$ cat src/logic/pnds_pkg.sv
package pnds_pkg;
    // ==========================================
    // Register indices (byte address is four times the index)
    localparam logic [15:0] IDX_TRIG_SEL = 16'hFFA1;
    localparam logic [15:0] IDX_EN_HIGH = 16'hFFA2;
    localparam logic [15:0] IDX_EN_LOW = 16'hFFA3;
    localparam logic [15:0] IDX_ND_HI_PAIR_B = 16'hFFA4;
    localparam logic [15:0] IDX_ND_HI_PAIR_A = 16'hFFA5;
    localparam logic [15:0] IDX_ND_LO_PAIR_B = 16'hFFA6;
    localparam logic [15:0] IDX_ND_LO_PAIR_A = 16'hFFA7;
    localparam logic [15:0] IDX_PORT_A = 16'hFFD3;
    localparam logic [15:0] IDX_PORT_B = 16'hFFD6;
    localparam int IDX_LSB = 2;
    localparam int MIN_ADDR_W = 18;

    // ==========================================
    // Widths and field layout
    localparam int BYTE_W = 8;
    localparam int NIB_W = 4;
    localparam int GROUPS = 4;
    localparam int SEL_W = 2;
    localparam int NIB_HI = 4;

    // ==========================================
    // Reset and reserved values
    localparam logic [7:0] RST_TRIG_SEL = 8'hFF;
    localparam logic [7:0] RST_BYTE = 8'h00;
    localparam logic [7:0] RSV_BYTE = 8'hFF;
    localparam logic [3:0] RSV_NIB = 4'hF;
    localparam logic [31:0] RD_ZERO = 32'h00000000;
    localparam logic [1:0] ALIGNED = 2'h0;
endpackage : pnds_pkg

$ cat src/logic/pnds_trigger.sv
`timescale 1ns/1ps
`default_nettype none
module pnds_trigger
    import pnds_pkg::*;
(
    // Trigger select and timer events
    input wire logic [BYTE_W-1:0] group_trigger_select,
    input wire logic [GROUPS-1:0] cmp_match,
    // Per-group fire and pair decode mode
    output logic [GROUPS-1:0] group_fire,
    output logic shared_pair_a,
    output logic shared_pair_b
);
    // ==========================================
    // Channel mux per group
    for (genvar g = 0; g < GROUPS; g++) begin : g_sel
        logic [SEL_W-1:0] group_channel_select;
        assign group_channel_select = group_trigger_select[g*SEL_W +: SEL_W];
        assign group_fire[g] = cmp_match[group_channel_select];
    end

    // ==========================================
    // Pair shares one address when both groups pick the same channel
    assign shared_pair_a = group_trigger_select[0 +: SEL_W]
        == group_trigger_select[SEL_W +: SEL_W];
    assign shared_pair_b = group_trigger_select[2*SEL_W +: SEL_W]
        == group_trigger_select[3*SEL_W +: SEL_W];
endmodule : pnds_trigger
`default_nettype wire

$ cat src/logic/pnds_port_latch.sv
`timescale 1ns/1ps
`default_nettype none
module pnds_port_latch
    import pnds_pkg::*;
#(
    parameter int W = 8,
    parameter int GROUP_W = 4
) (
    // Clock and reset
    input wire logic ref_clk,
    input wire logic rst_n,
    input wire logic clear,
    // Software write
    input wire logic wr,
    input wire logic [W-1:0] wdata,
    // Pattern copy
    input wire logic [W-1:0] copy_enable,
    input wire logic [W-1:0] staged,
    input wire logic [W/GROUP_W-1:0] fire,
    // Latch value driving the pins
    output logic [W-1:0] latch
);
    if (GROUP_W < 1 || W % GROUP_W != 0) begin : g_bad_width
        $error("W must be a multiple of GROUP_W");
    end

    typedef struct packed {
        logic [W-1:0] value;
    } pnds_latch_s;

    pnds_latch_s st;
    pnds_latch_s next_st;
    logic [W-1:0] next_bits;

    // ==========================================
    // Per-bit copy and write mask
    for (genvar i = 0; i < W; i++) begin : g_bit
        always_comb begin
            if (fire[i/GROUP_W] && copy_enable[i]) begin
                next_bits[i] = staged[i];
            end else if (wr && !copy_enable[i]) begin
                next_bits[i] = wdata[i];
            end else begin
                next_bits[i] = st.value[i];
            end
        end
    end

    always_comb begin
        next_st.value = clear ? '0 : next_bits;
    end

    always_ff @(posedge ref_clk or negedge rst_n) begin
        if (!rst_n) begin
            st <= '0;
        end else begin
            st <= next_st;
        end
    end

    assign latch = st.value;
endmodule : pnds_port_latch
`default_nettype wire

$ cat src/logic/pnds_top.sv
// The APB interface to the registers was chosen for this implementation.
`timescale 1ns/1ps
`default_nettype none
// Overview of operation
// - Hold eight staged bits for low pins; copy a group's bits to port A on its trigger.
// - Low staged byte clears on reset and hardware standby; kept in software standby.
// - Pair A shared trigger: whole low staged byte at first address, nibbles per group.
// - Pair A shared trigger: companion address reads all ones, ignores writes.
// - Pair A split: group 1 nibble high at first address, group 0 low at second.
// - Pair A split: unused nibbles of both addresses read ones, ignore writes.
// - Hold eight staged bits for high pins; copy a group's bits to port B on its trigger.
// - High staged byte clears on reset and hardware standby; kept in software standby.
// - Pair B shared trigger: whole high staged byte at first address, nibbles per group.
// - Pair B shared trigger: companion address reads all ones, ignores writes.
// - Pair B split: group 3 nibble high at first address, group 2 low at second.
// - Pair B split: unused nibbles of both addresses read ones, ignore writes.
// - Low-pin enable one lets the copy happen; zero blocks it, output holds.
// - High-pin enable one lets the copy happen; zero blocks it, output holds.
// - Low-pin enable register clears on reset and hardware standby only.
// - High-pin enable register clears on reset and hardware standby only.
// - Each group picks timer channel 0 to 3 by two bits; all reset to channel 3.
// - Port latch bits with copy enabled ignore software writes.
module pnds_top
    import pnds_pkg::*;
#(
    parameter int ADDR_W = 18
) (
    // Clock and reset
    input wire logic ref_clk,
    input wire logic rst_n,
    // Hardware standby pin, active high
    input wire logic hw_standby,
    // APB slave
    input wire logic psel,
    input wire logic penable,
    input wire logic pwrite,
    input wire logic [ADDR_W-1:0] paddr,
    input wire logic [31:0] pwdata,
    input wire logic [3:0] pstrb,
    output logic pready,
    output logic [31:0] prdata,
    output logic pslverr,
    // Timer compare-match strobes, one per channel
    input wire logic [GROUPS-1:0] cmp_match,
    // Pattern pin latches
    output logic [BYTE_W-1:0] port_a_latch,
    output logic [BYTE_W-1:0] port_b_latch
);
    if (ADDR_W < MIN_ADDR_W) begin : g_bad_addr_w
        $error("ADDR_W too narrow for the register indices");
    end

    typedef struct packed {
        logic [BYTE_W-1:0] trig_sel;
        logic [BYTE_W-1:0] en_low;
        logic [BYTE_W-1:0] en_high;
        logic [BYTE_W-1:0] staged_low;
        logic [BYTE_W-1:0] staged_high;
        logic [31:0] rdata;
        logic slverr;
        logic stby_meta;
        logic stby;
    } pnds_main_s;

    pnds_main_s st;
    pnds_main_s next_st;

    logic [GROUPS-1:0] group_fire;
    logic shared_a;
    logic shared_b;
    logic [15:0] idx;
    logic setup;
    logic wr_acc;
    logic rd_hit;
    logic [BYTE_W-1:0] rd_val;
    logic [BYTE_W-1:0] wd;
    logic wr_port_a;
    logic wr_port_b;

    // ==========================================
    // Trigger selection
    pnds_trigger u_trigger (
        .group_trigger_select(st.trig_sel),
        .cmp_match(cmp_match),
        .group_fire(group_fire),
        .shared_pair_a(shared_a),
        .shared_pair_b(shared_b)
    );

    // ==========================================
    // Bus decode
    assign idx = paddr[IDX_LSB +: 16];
    assign setup = psel && !penable;
    assign wr_acc = psel && penable && pwrite && pstrb[0] && !st.slverr;
    assign wd = pwdata[BYTE_W-1:0];
    assign wr_port_a = wr_acc && idx == IDX_PORT_A;
    assign wr_port_b = wr_acc && idx == IDX_PORT_B;
    // No wait states: read data is captured during setup
    assign pready = psel && penable;
    assign prdata = st.rdata;
    assign pslverr = st.slverr;

    // ==========================================
    // Read mux
    always_comb begin
        rd_hit = paddr[IDX_LSB-1:0] == ALIGNED;
        rd_val = RST_BYTE;
        unique case (idx)
            IDX_TRIG_SEL: rd_val = st.trig_sel;
            IDX_EN_HIGH: rd_val = st.en_high;
            IDX_EN_LOW: rd_val = st.en_low;
            IDX_PORT_A: rd_val = port_a_latch;
            IDX_PORT_B: rd_val = port_b_latch;
            IDX_ND_HI_PAIR_B: begin
                rd_val = shared_b ? st.staged_high
                    : {st.staged_high[NIB_HI +: NIB_W], RSV_NIB};
            end
            IDX_ND_HI_PAIR_A: begin
                rd_val = shared_a ? st.staged_low
                    : {st.staged_low[NIB_HI +: NIB_W], RSV_NIB};
            end
            IDX_ND_LO_PAIR_B: begin
                rd_val = shared_b ? RSV_BYTE
                    : {RSV_NIB, st.staged_high[0 +: NIB_W]};
            end
            IDX_ND_LO_PAIR_A: begin
                rd_val = shared_a ? RSV_BYTE
                    : {RSV_NIB, st.staged_low[0 +: NIB_W]};
            end
            default: rd_hit = 1'b0;
        endcase
    end

    // ==========================================
    // Register update
    always_comb begin
        next_st = st;
        next_st.stby_meta = hw_standby;
        next_st.stby = st.stby_meta;
        if (setup) begin
            next_st.rdata = rd_hit ? {{(32-BYTE_W){1'b0}}, rd_val} : RD_ZERO;
            next_st.slverr = !rd_hit;
        end
        if (wr_acc) begin
            unique case (idx)
                IDX_TRIG_SEL: next_st.trig_sel = wd;
                IDX_EN_HIGH: next_st.en_high = wd;
                IDX_EN_LOW: next_st.en_low = wd;
                IDX_ND_HI_PAIR_B: begin
                    if (shared_b) begin
                        next_st.staged_high = wd;
                    end else begin
                        next_st.staged_high[NIB_HI +: NIB_W] = wd[NIB_HI +: NIB_W];
                    end
                end
                IDX_ND_HI_PAIR_A: begin
                    if (shared_a) begin
                        next_st.staged_low = wd;
                    end else begin
                        next_st.staged_low[NIB_HI +: NIB_W] = wd[NIB_HI +: NIB_W];
                    end
                end
                IDX_ND_LO_PAIR_B: begin
                    if (!shared_b) begin
                        next_st.staged_high[0 +: NIB_W] = wd[0 +: NIB_W];
                    end
                end
                IDX_ND_LO_PAIR_A: begin
                    if (!shared_a) begin
                        next_st.staged_low[0 +: NIB_W] = wd[0 +: NIB_W];
                    end
                end
                default: begin
                end
            endcase
        end
        // Standby wins over a same-cycle write; software standby has no effect
        if (st.stby) begin
            next_st.trig_sel = RST_TRIG_SEL;
            next_st.en_low = RST_BYTE;
            next_st.en_high = RST_BYTE;
            next_st.staged_low = RST_BYTE;
            next_st.staged_high = RST_BYTE;
        end
    end

    always_ff @(posedge ref_clk or negedge rst_n) begin
        if (!rst_n) begin
            st <= '{trig_sel: RST_TRIG_SEL, en_low: RST_BYTE, en_high: RST_BYTE,
                    staged_low: RST_BYTE, staged_high: RST_BYTE, rdata: RD_ZERO,
                    slverr: 1'b0, stby_meta: 1'b0, stby: 1'b0};
        end else begin
            st <= next_st;
        end
    end

    // ==========================================
    // Port latches
    pnds_port_latch #(.W(BYTE_W), .GROUP_W(NIB_W)) u_port_a (
        .ref_clk(ref_clk),
        .rst_n(rst_n),
        .clear(st.stby),
        .wr(wr_port_a),
        .wdata(wd),
        .copy_enable(st.en_low),
        .staged(st.staged_low),
        .fire(group_fire[1:0]),
        .latch(port_a_latch)
    );

    pnds_port_latch #(.W(BYTE_W), .GROUP_W(NIB_W)) u_port_b (
        .ref_clk(ref_clk),
        .rst_n(rst_n),
        .clear(st.stby),
        .wr(wr_port_b),
        .wdata(wd),
        .copy_enable(st.en_high),
        .staged(st.staged_high),
        .fire(group_fire[3:2]),
        .latch(port_b_latch)
    );
endmodule : pnds_top
`default_nettype wire

$ cat config.mk
export PLATFORM = sky130hd
export DESIGN_NAME = pnds_top
export DESIGN_NICKNAME = d
export VERILOG_FILES = /design/src/logic/pnds_pkg.sv /design/src/logic/pnds_trigger.sv /design/src/logic/pnds_port_latch.sv /design/src/logic/pnds_top.sv
export SDC_FILE = /design/constraint.sdc
export NUM_CORES = 1
export LEC_CHECK = 0
export BUFFER_PORTS_ARGS = -buffer_cell sky130_fd_sc_hd__buf_4
export CELL_PAD_IN_SITES_DETAIL_PLACEMENT = 0
export CELL_PAD_IN_SITES_GLOBAL_PLACEMENT = 2
export CORE_ASPECT_RATIO = 1.1
export CORE_MARGIN = 5
export CORE_UTILIZATION = 33
export CTS_BUF_LIST = sky130_fd_sc_hd__clkbuf_8
export DETAILED_ROUTE_END_ITERATION = 12
export GPL_ROUTABILITY_DRIVEN = 0
export HOLD_SLACK_MARGIN = 0.15
export PLACE_DENSITY_LB_ADDON = 0.1
export SLEW_MARGIN = 20
export SYNTH_ARGS = -nofsm -noshare
export SYNTH_HDL_FRONTEND = slang
export SYNTH_SLANG_ARGS = --single-unit
export TNS_END_PERCENT = 100
$ cat constraint.sdc
create_clock -name ref_clk -period 2.1 [get_ports ref_clk]
set_input_delay 0.42 -clock ref_clk [delete_from_list [all_inputs] [get_ports ref_clk]]
set_output_delay 0.42 -clock ref_clk [all_outputs]
set_load 0.05 [all_outputs]
---- Word-level counts from Yosys, hierarchy flattened ----
Cells that the tools add are included.
Widths: inputs -> output; s select.
cells by class
  $add $sub $neg .......................... 0
  multiply operators ...................... 0
  divide/modulo/power cells ............... 0
  order comparisons ....................... 4
  equal/unequal tests ..................... 15
  shifts and indexed selects .............. 0
  multiplexer cells ....................... 62
  bitwise operators ....................... 0
  reductions and logical operators ........ 91
operators by type and width
  cell                  number
  $eq 16x16->1 const B  9
  $mux 40               2
  $pmux 8 s9            1
  $reduce_bool 3->1     18
  $mux 8                6
  $mux 4                10
  $logic_and 1x1->1     39
  $mux 1                37
  $logic_not 1->1       19
  $pmux 4 s2            2
  $lt 2x3->1 const B    4
  $ne 3x3->1 const B    4
  $reduce_bool 2->1     6
  $reduce_and 2->1      5
  $reduce_or 9->1       1
  $bmux 1 s2            4
  $reduce_and 4->1      2
  $eq 2x2->1            2
  $logic_not 2->1       1
storage, ports and cells
  register bits ........................... 91
  latch bits .............................. 0
  memory bits (writable) .................. 0
  ROM bits ................................ 0
  bits of input ports ..................... 64
  output and inout port bits .............. 50
  logic and storage cells ................. 199
  memories ................................ 0

---- Longest topological paths before layout ----
Gate-level depths: netlist (run 1).
  depth in word-level cells ............... 9
  depth in mapped cells ................... 7
  mapped depth without buffers ............ 5

---- Hierarchy ----
Synthesis (run 1) repeated with hierarchy kept, for this count alone.
unflattened totals
  cells, all modules ...................... 433
  area total of the unflattened synthesis .. 4421.7 um^2
modules (own cells, without submodules)
  module           times used  cells an instance  area each (um^2)  sequential area each (um^2)
  pnds_top         1           319                3210.6            1286.2
  pnds_port_latch  2           52                 539.3             200.2
  pnds_trigger     1           10                 132.6             0.0

---- Least setup slack after synthesis (run 1) ----
No wires, ideal clock.
  path kind ............................... input to register
  from .................................... input port penable
  to ...................................... register st[35] (netlist name)
  setup time .............................. 132 ps
  arrival ................................. 2084 ps
  data required time ...................... 1968 ps
  path slack .............................. -116 ps
  cell stages on the path ................. 5
  path buffers ............................ 0
  cells stage by stage .................... and2_1 nand4_1 a2111oi_4 mux2i_1 nor2_1
on the way
  cells in the longest elaborated chain, start to end .. 6
ends and longest elaborated chain
  element                             RTL line         text
  start: declaration                  pnds_top.sv:35   input wire logic penable,
  $logic_and 1x1->1 (4 in series)     pnds_top.sv:94   assign wr_acc = psel && penable && pwrite && pstrb[0] && !st.slverr;
  $reduce_bool 2->1 (no source line)  --
  $reduce_and 4->1 (no source line)   --
  end signal: assignment              pnds_top.sv:189  st <= '{trig_sel: RST_TRIG_SEL, en_low: RST_BYTE, en_high: RST_BYTE,
  end signal: assignment              pnds_top.sv:193  st <= next_st;
  end: declaration                    pnds_top.sv:65   pnds_main_s st;
Every way passes these cells.
A chain may end at the register's enable or synchronous reset.

---- Worst setup path after layout (run 1) ----
  from .................................... register st[70] (netlist name)
  to ...................................... register st[43] (netlist name)
on the way
  cells in the longest elaborated chain, start to end .. 3
  elaborated cells between the ends (all ways) .. 4
  classes of those cells .................. eq/ne (3); reduce/logical (1)
ends and longest elaborated chain
  element                                RTL line            text
  $eq 2x2->1 (*)                         pnds_trigger.sv:25  == group_trigger_select[SEL_W +: SEL_W];
  $ne 3x3->1 (no source line)            --
  $reduce_and 4->1 (no source line) (*)  --
Mark *: on every way between the ends. The rest lies on a longest branch, timed or not.

==> results by stage, run 1 <==
Status:
- The run finished with clean final reports.

Routing:
- The count of TritonRoute iterations in the first routing pass is 5.
- The routed via count divided by cell count is 5.47.
- Dividing the detail-routed wire length by the instance count gives 20.0 µm.
- Wires add up to 13900 µm.
- The number of nets still failing antenna checks after routing is 0.
- The starting DRC count in detailed routing is 233.
- The number of vias in the routed layout is 3782.
- The DRC violation count after routing is 0.

Clock network:
- The number of H-tree levels is 3.
- In this run the deepest clock path goes through 2 buffers.
- The later pin in the worst-skew pair is clocked with a latency of 0.34 ns.
- After clock tree synthesis, the clock-pin slew on the worst setup and hold paths is 0.07 ns.
- The number of post-CTS setup repair buffers is 0.
- The sink count of the clock tree is 67.
- The clock tree from TritonCTS is yes.
- Buffers inserted during clock tree synthesis total 9.
- In this run the clock root is driven by a clkbuf_8.

Floorplanning:
- The number of ports placed on the die boundary is 114.
- The floorplan step defined a core boundary enclosing 12700 µm².
- The total die area is 15400 µm².
- The starting density of the core is 33.8%.
- The floorplan step set the die width to 119 µm.
- The vertical die dimension is 130 µm.
- The number of rows in the core area is 43.

Yosys:
- The share of synthesized registers carrying an async set or reset is 100%.
- The count of state elements after synthesis is 67.
- The count of flip-flops with a built-in enable after synthesis is 0.
- By count the netlist is led by 59 x dfrtp_1, 37 x nand2_1, 36 x mux2i_1.
- Yosys mapped the design onto 65 distinct sky130hd cell types.
- Each instance of the synthesized netlist takes up on average 9.95 µm².
- For this run, the number of Yosys warnings is 0.
- Summed over all instances, the cell type with the most area after synthesis is dfrtp_1.
- The register area share after synthesis is 39.3%.
- By instance count, the leading cell after synthesis is dfrtp_1.
- In this run the biggest area consumer among cell types represents 34.4% of the synthesized area.
- Among all flip-flop cells after synthesis, the most frequent one is dfrtp_1.
- After synthesis, the cell types taking the most area are dfrtp_1 34%, mux2i_1 8.4%, a211oi_1 5.9%.
- The synthesized area is 4300 µm².
- The post-synthesis cell count is 432.

Critical path:
- The endpoint class of the critical path is a flip-flop.
- The flop-to-flop setup slack is 0.13 ns.
- The signal on the critical path passes through xor2_1, or3_4, a2111oi_4, buf_4, mux2i_1, nor2_1.
- The number of buffers and inverters on the critical path is 1.
- The reg-to-reg startpoint is st[70]$_DFFE_PN1P_.
- In this design, the largest share of critical-path delay is due to flip-flops.
- The maximum cell stage delay along the critical path is 0.54 ns.
- The launching element of the worst setup path is st[70]$_DFFE_PN1P_.
- At the worst endpoint, the arrival time is 2.20 ns.
- The required time at the worst-slack endpoint is 2.33 ns.
- For this design, the slowest cell found on the critical path is dfstp_2.
- The peak fanout along the critical path is 4.
- The type of element launching the critical path is a flip-flop.
- The worst setup path is of the flip-flop to flip-flop kind.

Power and ir drop:
- In this run the power density over the cells is 486 nW/µm².
- VDD sags by at most 0.299 mV.
- The reported leakage power is 0.00237 µW.

Timing:
- The count of endpoints failing setup in the final report is 0.
- The transition at the pin with the smallest max-transition slack is 0.605 ns.
- The number of pins with negative max-slew slack in the final report is 0.
- After layout, the worst setup slack is 0.129 ns.
- The worst clock skew is 0.00796 ns.
- The count of final hold-check violations is 0.
- Setup repair after global routing left no endpoint under its margin.
- The post-route minimum period is 1.97 ns.
- The final worst-path cycle share is 93.8%.
- The worst pin sits at a relative slew slack of 58.6%.
- Timing would allow up to 0.507 GHz.

Worst hold path:
- In this run the most critical hold path is launched from hw_standby.
- The class of the worst hold path is primary input to flip-flop.

GRT:
- The global-route wire length before repair is 22100 µm.
- Global routing finished with a remaining overflow of 0.
- The number of antenna violations at the first check in global routing is 0.
- The maximum number of pins on one net before global-route repair is 41.
- The via count of the first global-routing pass came to 3783.
- In the global route stage, overall resource usage came out at 18.3%.

Flow run:
- The reported max-cap violation count is 0.

Place:
- The instance area after placement is 5180 µm².
- The detailed placement HPWL is 10300 µm.
- The count of buffers added on input and output ports is 62.
- At the placement stage, the worst setup path has a slack of -0.0498 ns.

Final layout:
- The layout-stage area growth over the synthesis result is 24.8%.
- Of the cells placed in the final design, the portion with a size suffix greater than 1 is 30.8%.
- 0 antenna diodes ended up in the layout.
- The net count of the finished layout is 595.
- Cells fill 42.2% of the core in the end.
- The finished cells cover 5360 µm².
per-layer routing:
layer  share of wire, %  vias up  global-route usage, %  wire (µm)
met2                 46      126                   28.1       6410
met1                 47     1888                   26.6       6500
li1                   -     1754                      -          -
met4                1.1        0                   4.91        148
met5                  0        -                      0          0
met3                5.9       14                   3.36        816
power by group:
| group | leakage [µW] | switching [µW] | internal [µW] | total (µW) |
|---|---|---|---|---|
| Combinational | 0.00138 | 245 | 110 | 355 |
| Sequential | 0.000899 | 0.634 | 1290 | 1290 |
| Clock | 0.000100 | 486 | 471 | 957 |
registers in the layout, indices dropped and copies added, names as in the netlist:
signal / count
next_st: 1
prdata: 8
pslverr: 1
st: 41
u_port_a.latch: 8
u_port_b.latch: 8
cell type report:
type / count / area, µm²
clock buffers: 11 / 151
inverters: 10 / 37.5
repair buffers: 122 / 968
flip-flops and latches: 67 / 1690
multi-input cells: 321 / 2310
well taps: 157 / 196
fillers: 1267 / 7330
clock inverters: 4 / 15.0
logic make-up (layout without fill, tap and decap cells):
kind of cell,count (synthesis),count (layout),synth area share [%]
DFF,67,67,39.3
xor gates and xnor gates,7,7,1.43
AOI/OAI and AO/OA,110,110,19.4
and+or+nand+nor,140,140,20.2
buffers and inverters,67,147,9.17
muxes,40,40,10.5
other,1,24,0.0873
through the flow:
| step | instances | total power [µW] | hold WS, ns | setup TNS (ns) |
|---|---|---|---|---|
| floorplan | 455 | 1540 | 0.124 | 0 |
| global placement | 676 | 1670 | 0.336 | -0.326 |
| detailed placement | 676 | 1670 | 0.340 | -0.427 |
| CTS | 692 | 2630 | 0.166 | 0 |
| global route | 692 | 2720 | 0.154 | 0 |
| finish | 692 | 2600 | 0.179 | 0 |
final timing paths:
check,end,cells after the start
max,st[43]$_DFFE_PN0P_,6
min,next_st[0]$_DFF_PN0_,1
max reg2reg,st[43]$_DFFE_PN0P_,6
min reg2reg,st[0]$_DFF_PN0_,0
max in group asynchronous,st[72]$_DFFE_PN1P_,3
min in group asynchronous,prdata[2]$_DFFE_PN0P_,2
layout by cell type (no fill, tap or decap), types with 6 or more instances in the layout:
cell type	n
a22oi_1	6
buf_4	117
a211o_1	8
nand3_1	8
nand2_1	37
inv_1	14
a32oi_1	7
a21oi_1	21
dfrtp_1	59
nor2_1	31
a211oi_1	34
and3_1	18
mux2i_1	36
conb_1	24
clkbuf_8	11
dfstp_2	8
what timing repair did:
action                                  4_1_cts  5_1_grt
hold buffers                                  1        0
gates resized for setup                       0        1
hold endpoints to repair                     27        0
endpoints found under the setup margin        0        2
Power figures use the tool's default switching activity.
==> run 2: changes to the inputs <==
--- a/config.mk
+++ b/config.mk
@@ -5,12 +5,13 @@
 export SDC_FILE = /design/constraint.sdc
 export NUM_CORES = 1
 export LEC_CHECK = 0
+export ABC_AREA = 1
 export BUFFER_PORTS_ARGS = -buffer_cell sky130_fd_sc_hd__buf_4
 export CELL_PAD_IN_SITES_DETAIL_PLACEMENT = 0
 export CELL_PAD_IN_SITES_GLOBAL_PLACEMENT = 2
 export CORE_ASPECT_RATIO = 1.1
 export CORE_MARGIN = 5
-export CORE_UTILIZATION = 33
+export CORE_UTILIZATION = 30
 export CTS_BUF_LIST = sky130_fd_sc_hd__clkbuf_8
 export DETAILED_ROUTE_END_ITERATION = 12
 export GPL_ROUTABILITY_DRIVEN = 0
==> results by stage, run 2 <==
Status:
- The flow ran to the end, and the final reports show no timing, DRC or antenna violations.

Power and ir drop:
- The power density relative to cell area came to 640 nW/µm² (+32%).
- The total power after layout is 3660 µW (+41%).
- The worst ir drop on vdd is 0.267 mV (-11%).
- The reported leakage power is 0.00300 µW (+26%).

Yosys:
- The count of different cell masters after synthesis is 36 (-45%).
- The warning count from the yosys run is 0 (unchanged).
- The most frequently used flop master after synthesis is dfrtp_1.
- The area share of the leading cell type in the synthesized netlist is 31.5% (-2.8 points).
- The share of synthesized registers carrying an async set or reset came to 100% (unchanged).
- The most common cell in the synthesized netlist is nand2_1.
- The count of state elements after synthesis is 67 (unchanged).
- The count of flip-flops with a built-in enable after synthesis is 0 (unchanged).
- The average size of a mapped cell was 6.83 µm² (-31%).
- The commonest cells after synthesis are 229 x nand2_1, 66 x nor2_1, 64 x nand3_1.
- The post-synthesis cell count came to 686 (+59%).
- The synthesized area is 4680 µm² (+9.0%).
- Summed over all instances, the cell type with the most area after synthesis is dfrtp_1.
- By area the synthesized netlist is led by dfrtp_1 32%, nand2_1 18%, nand3_1 6.8%.
- The register area share after synthesis is 36.0% (-3.2 points).

Final layout:
- The layout cell share with drive strength beyond 1 is 23.7% (-7.2 points).
- Counting flops per register, the top entry is st.
- From synthesis to final layout, the design area changed by 22.3%.
- Leaving out fill and tap cells, the most frequent cells in the layout are 229 x nand2_1, 103 x buf_4, 66 x nor2_1, 64 x nand3_1.
- The number of flip-flops in the largest register was 41 (unchanged).
- The final instance area came to 5730 µm² (+6.8%).
- The count of filler cells inserted in the layout is 1709 (+35%).
- The number of diodes added for antenna fixing is 0 (unchanged).
- The final cell count without fillers was 986 (+42%).
- The net total in the final layout is 845 (+42%).
- The library cell used most frequently in the layout, excluding fill and tap cells, is nand2_1.

Floorplanning:
- The number of rows in the core area was 48 (+12%).
- The vertical die dimension is 141 µm (+8.8%).
- The starting density of the core is 30.2% (-3.6 points).
- The overall die width was 129 µm (+8.7%).
- The placeable core region is 15500 µm² (+22%).
- The total die area is 18200 µm² (+18%).
- The number of ports placed on the die boundary is 114 (unchanged).

Timing:
- The post-route minimum period was 1.91 ns (-0.0649 ns).
- The maximum achievable frequency was 0.525 GHz (+3.4%).
- The number of pins with negative max-slew slack in the final report is 0 (unchanged).
- The normalized max-slew margin is 65.4% (+6.8 points).
- The count of endpoints failing setup in the final report came to 0 (unchanged).
- The transition at the pin with the smallest max-transition slack is 0.518 ns (-0.0869 ns).
- Setup repair after global routing left no endpoint under its margin.
- The worst clock skew came to 0.0106 ns (+0.00263 ns).
- The final worst-path cycle share is 90.8% (-3.1 points).
- The hold slack came to 0.314 ns (+0.135 ns).
- The count of final hold-check violations is 0 (unchanged).
- The sum of negative setup slack was 0 ns (unchanged).

Place:
- The detailed placement HPWL is 12900 µm (+24%).
- The instance area after placement is 5480 µm² (+5.8%).
- The count of port buffers added during placement was 62 (unchanged).
- The total instance count after detailed placement is 968 (+43%).

Clock network:
- The CTS root buffer is clkbuf_8.
- The sink count of the clock tree is 67 (unchanged).
- The buffer depth of the longest clock path is 2 (unchanged).
- The clock slew seen by the registers of the worst setup and hold paths is 0.08 ns (about the same).
- The clock tree from TritonCTS is yes.
- The number of buffers inserted during clock tree synthesis is 9 (unchanged).
- The insertion delay to the later sink of the worst-skew pair is 0.36 ns (+0.02 ns).
- The number of post-CTS setup repair buffers came to 0 (unchanged).
- The number of H-tree levels is 3 (unchanged).

Critical path:
- The worst path arrival time is 2.17 ns (-0.03 ns).
- The critical path in this run is classified as flip-flop to flip-flop.
- The required time at the worst-slack endpoint came to 2.36 ns (+0.03 ns).
- STA classifies the critical path startpoint as a flip-flop.
- The flop-to-flop setup slack is 0.19 ns (+0.06 ns).
- The peak fanout along the critical path is 7 (+3).
- The endpoint class of the critical path is a flip-flop.

Routing:
- The starting DRC count in detailed routing was 315 (+35%).
- The number of nets still failing antenna checks after routing is 0 (unchanged).
- The count of TritonRoute iterations in the first routing pass is 5 (unchanged).
- The routed via count divided by cell count is 4.69 (-14%).
- The total wirelength of the detailed-routed design is 16400 µm (+18%).
- The wire length per cell is 16.6 µm (-17%).
- The number of vias in the routed layout is 4622 (+22%).
- The DRC violation count after routing is 0 (unchanged).

GRT:
- The global-route wire length before repair is 25300 µm (+14%).
- The maximum number of pins on one net before global-route repair is 38 (-7.3%).
- The global-route usage over all layers is 18.3% (+0.022 points).
- The via count of the first global-routing pass is 4339 (+15%).
- The overflow left after global routing is 0 (unchanged).
- The number of antenna violations at the first check in global routing was 0 (unchanged).

Worst hold path:
- The tightest min-delay check is of the primary input to flip-flop type.

Flow run:
- The reported max-cap violation count is 0 (unchanged).
==> run 2: changes by cell type in the layout (fill, tap and decap cells not counted), moves of 14 or more <==
cell      change
nand2_1     +192
nand3_1      +56
inv_1        +45
o21ai_0      +42
mux2i_1      -36
nor2_1       +35
a211oi_1     -34
and3_1       -18
nand2_2      +15
o21ai_1      +15
a21oi_1      -14
buf_4        -14
==> run 2: metal layers <==
layer	vias up	share of wire, %	track usage (%)
met1	2162	48	26.2
li1	2317	-	-
met4	0	1.6	5.31
met3	19	5.2	3.22
met2	124	46	28.3
met5	-	0	0
==> run 2: kinds of logic after synthesis <==
group / after synthesis / share of synthesized area [%]
AOI/OAI and AO/OA: 93 / 11.8
xor gates and xnor gates: 4 / 0.748
buffers and inverters: 117 / 12.8
DFF: 67 / 36.0
other: 1 / 0.0801
and+or+nand+nor: 404 / 38.5
==> run 2: report_power, final <==
group / internal (µW) / total [µW] / switching, µW
combinational: 272 / 892 / 620
clock: 703 / 1250 / 547
sequential: 1400 / 1520 / 118
==> run 2: through the flow <==
stage / utilization [%] / setup WS (ns)
finish: 37.0 / 0.194
floorplan: - / 0.403
global placement: 35.4 / 0.163
detailed placement: 35.4 / 0.124
CTS: 37.0 / 0.235
global route: 37.0 / 0.0883
==> run 2: area by class of cell <==
| type | instances | area [µm²] | share of cell area [%] |
|---|---|---|---|
| flip-flops and latches | 67 | 1690 | 29.5 |
| multi-input cells | 525 | 2480 | 43.3 |
| well taps | 200 | 250 | 4.37 |
| clock buffers | 10 | 138 | 2.40 |
| repair buffers | 106 | 813 | 14.2 |
| clock inverters | 6 | 87.6 | 1.53 |
| inverters | 72 | 270 | 4.72 |
==> run 2: path summary, 6_finish.rpt <==
check | startpoint | to | cells past startpoint
setup reg to reg | st[71]$_DFFE_PN1P_ | st[36]$_DFFE_PN0P_ | 6
min in group asynchronous | rst_n | prdata[0]$_DFFE_PN0P_ | 2
max in group asynchronous | rst_n | st[51]$_DFFE_PN0P_ | 3
hold reg to reg | next_st[0]$_DFF_PN0_ | st[0]$_DFF_PN0_ | 0
hold / removal | pwdata[7] | st[74]$_DFFE_PN1P_ | 3
setup / recovery | st[71]$_DFFE_PN1P_ | st[36]$_DFFE_PN0P_ | 6
==> run 2: worst max-delay path, cell delays in order (launching register included) <==
cell and delay [ns]:
dfstp_2 0.60, xnor2_1 0.23, nand2_1 0.26, a31oi_2 0.44, nand2_2 0.14, nand2_1 0.09, nand2_1 0.05
==> run 2: what timing repair did <==
action	4_1_cts	5_1_grt
hold buffers	2	0
setup endpoints to repair	0	0
hold endpoints to repair	23	0
resized for setup	0	0
==> run 3: changes to the inputs <==
--- a/config.mk
+++ b/config.mk
@@ -16,7 +16,7 @@
 export DETAILED_ROUTE_END_ITERATION = 12
 export GPL_ROUTABILITY_DRIVEN = 0
 export HOLD_SLACK_MARGIN = 0.15
-export PLACE_DENSITY_LB_ADDON = 0.1
+export PLACE_DENSITY = 0.84
 export SLEW_MARGIN = 20
 export SYNTH_ARGS = -nofsm -noshare
 export SYNTH_HDL_FRONTEND = slang
==> results by stage, run 3 (synthesis results as in run 2) <==
Timing:
- The count of final hold-check violations was 0 (unchanged).
- The post-route minimum period is 1.84 ns (-0.0671 ns).
- The final worst-path cycle share is 87.6% (-3.2 points).
- The worst clock skew is 0.00848 ns (-0.00211 ns).
- The count of endpoints failing setup in the final report is 0 (unchanged).
- The sum of negative setup slack was 0 ns (unchanged).
- Setup repair after global routing left no endpoint under its margin.
- The worst setup slack after layout is 0.261 ns (+0.0671 ns).
- The transition at the pin with the smallest max-transition slack is 0.581 ns (+0.0624 ns).
- The maximum achievable frequency is 0.544 GHz (+3.7%).
- The number of pins with negative max-slew slack in the final report was 0 (unchanged).
- The normalized max-slew margin is 61.0% (-4.4 points).

Critical path:
- The peak fanout along the critical path is 5 (-2).
- The slowest cell on the critical path is dfstp_2.
- STA classifies the critical path endpoint as a flip-flop.
- Walking the worst path, the cells encountered are o21ai_0, o21ai_1, nand2_1, o21ai_0, nor2_1, nand2_1, o21ai_0.
- The maximum cell stage delay along the critical path is 0.58 ns (-0.02 ns).
- The worst path arrival time was 2.07 ns (-0.10 ns).
- The critical path class is flip-flop to flip-flop.
- The required time at the worst-slack endpoint is 2.33 ns (-0.03 ns).
- The worst setup path is launched from a flip-flop.
- In this design, the critical path's most frequently occurring cell is o21ai_0.

Place:
- The worst setup timing slack at the placement stage is 0.127 ns (+0.00337 ns).
- The total instance count after detailed placement came to 952 (-1.7%).
- The instance area after placement is 5370 µm² (-2.0%).
- The count of port buffers added during placement came to 62 (unchanged).
- The detailed placement HPWL is 12200 µm (-5.5%).

Routing:
- The starting DRC count in detailed routing is 396 (+26%).
- The number of nets still failing antenna checks after routing is 0 (unchanged).
- The number of vias in the routed layout is 4589 (-0.71%).
- The routed via count divided by cell count is 4.74 (+1.0%).
- The count of TritonRoute iterations in the first routing pass is 5 (unchanged).
- The DRC violation count after routing is 0 (unchanged).
- The total wirelength of the detailed-routed design is 15300 µm (-6.3%).
- The wire length per cell came to 15.8 µm (-4.7%).

Final layout:
- Relative to the synthesized area, the layout overhead comes to 19.6%.
- The net total in the final layout was 828 (-2.0%).
- The final core utilization is 36.2% (-0.81 points).
- Leaving out fill and tap cells, the most frequent cell in the layout is nand2_1.
- The top cell types in the final layout, fill and taps aside, are 229 x nand2_1, 86 x buf_4, 66 x nor2_1, 64 x nand3_1, 60 x inv_1.
- The number of diodes added for antenna fixing is 0 (unchanged).
- The number of flip-flops in the largest register was 41 (unchanged).
- The largest register by flop count is st.
- The final cell count without fillers came to 969 (-1.7%).
- The final instance area is 5600 µm² (-2.2%).
- The layout cell share with drive strength beyond 1 is 22.0% (-1.7 points).

Power and ir drop:
- The portion of total power attributed to the clock network came to 33.9% (-0.2 points).
- The relative contribution of combinational cells to total power is 23.9% (-0.4 points).
- The internal cell power is 2320 µW (-2.3%).
- The power density relative to cell area is 643 nW/µm² (+0.57%).
- The worst ir drop on vdd came to 0.255 mV (-4.6%).
- The net load switching power came to 1280 µW (-0.41%).
- The net switching share of the total power is 35.5% (+0.43 points).
- The sequential share of power is 42.2% (+0.7 points).
- The reported leakage power was 0.00292 µW (-2.6%).

Clock network:
- TritonCTS built the clock tree.
- The insertion delay to the later sink of the worst-skew pair is 0.35 ns (about the same).
- The sink count of the clock tree was 67 (unchanged).
- The number of H-tree levels is 3 (unchanged).
- The number of gates resized after CTS is 0 (unchanged).
- The number of buffers inserted during clock tree synthesis was 9 (unchanged).
- The clock slew seen by the registers of the worst setup and hold paths is 0.08 ns (about the same).
- The buffer depth of the longest clock path came to 2 (unchanged).
- CTS placed an instance of clkbuf_8 at the clock tree root.

Floorplanning:
- The starting density of the core came to 30.2% (unchanged).
- The total die area came to 18200 µm² (unchanged).
- The placeable core region is 15500 µm² (unchanged).
- The number of rows in the core area is 48 (unchanged).
- The number of ports placed on the die boundary was 114 (unchanged).
- The overall die width is 129 µm (unchanged).
- The vertical die dimension came to 141 µm (unchanged).

GRT:
- The via count of the first global-routing pass was 4354 (+0.35%).
- The maximum number of pins on one net before global-route repair is 30 (-21%).
- The number of antenna violations at the first check in global routing is 0 (unchanged).
- The global-route usage over all layers is 17.1% (-1.2 points).
- The global-route wire length before repair came to 24100 µm (-4.7%).
- The overflow left after global routing is 0 (unchanged).

Worst hold path:
- The tightest min-delay check is of the primary input to flip-flop type.

Flow run:
- The reported max-cap violation count is 0 (unchanged).

Status:
- The flow ran to the end, and the final reports show no timing, DRC or antenna violations.
run 3: through the flow:
step	power, µW	hold slack, ns
after floorplan	2110	0.124
after global placement	2390	0.336
after detailed placement	2410	0.347
after CTS	3630	0.159
after global routing	3790	0.156
final	3600	0.172
run 3: final cells by class:
type                       instances  area, µm²
timing repair buffer              89        696
sequential                        67       1690
tap                              200        250
clock buffer                       9        124
clock inverter                     7       93.8
inverter                          72        270
multi-input combinational        525       2480
fill                            1706       9890
run 3: power by group through the flow:
| stage | sequential (µW) | clock (µW) | combinational (µW) |
|---|---|---|---|
| after detailed placement | 1540 | 0 | 863 |
| final | 1520 | 1220 | 861 |
| after global routing | 1540 | 1310 | 948 |
| after global placement | 1540 | 0 | 856 |
| after CTS | 1520 | 1240 | 867 |
| after floorplan | 1630 | 0 | 480 |
run 3: critical path: cells and delay by family, from the launching register on:
| family | cells | cell delay [ns] |
|---|---|---|
| compound gates | 4 | 0.83 |
| simple gates | 3 | 0.29 |
| flops | 1 | 0.58 |
run 3: metal layers:
metal | global-route usage (%) | part of all wire, %
met1 | 23.1 | 45
met2 | 27.8 | 47
met3 | 2.65 | 5.9
met4 | 5.91 | 2.7
met5 | 0 | 0
run 3: path summary, 6_finish.rpt:
| kind | slack, ns | to | from | cells after the start |
|---|---|---|---|---|
| max | 0.26 | u_port_b.latch[3]$_DFFE_PN0P_ | st[71]$_DFFE_PN1P_ | 7 |
| min | 0.17 | next_st[0]$_DFF_PN0_ | hw_standby | 1 |
| max reg2reg | 0.26 | u_port_b.latch[3]$_DFFE_PN0P_ | st[71]$_DFFE_PN1P_ | 7 |
| min reg2reg | 0.36 | st[0]$_DFF_PN0_ | next_st[0]$_DFF_PN0_ | 0 |
| max in group asynchronous | 0.99 | st[67]$_DFFE_PN1P_ | rst_n | 3 |
| min in group asynchronous | 0.53 | st[62]$_DFFE_PN0P_ | rst_n | 2 |
run 3: what timing repair did:
action	CTS	global route
hold endpoints to repair	24	0
setup buffers	0	0
hold buffers	1	0
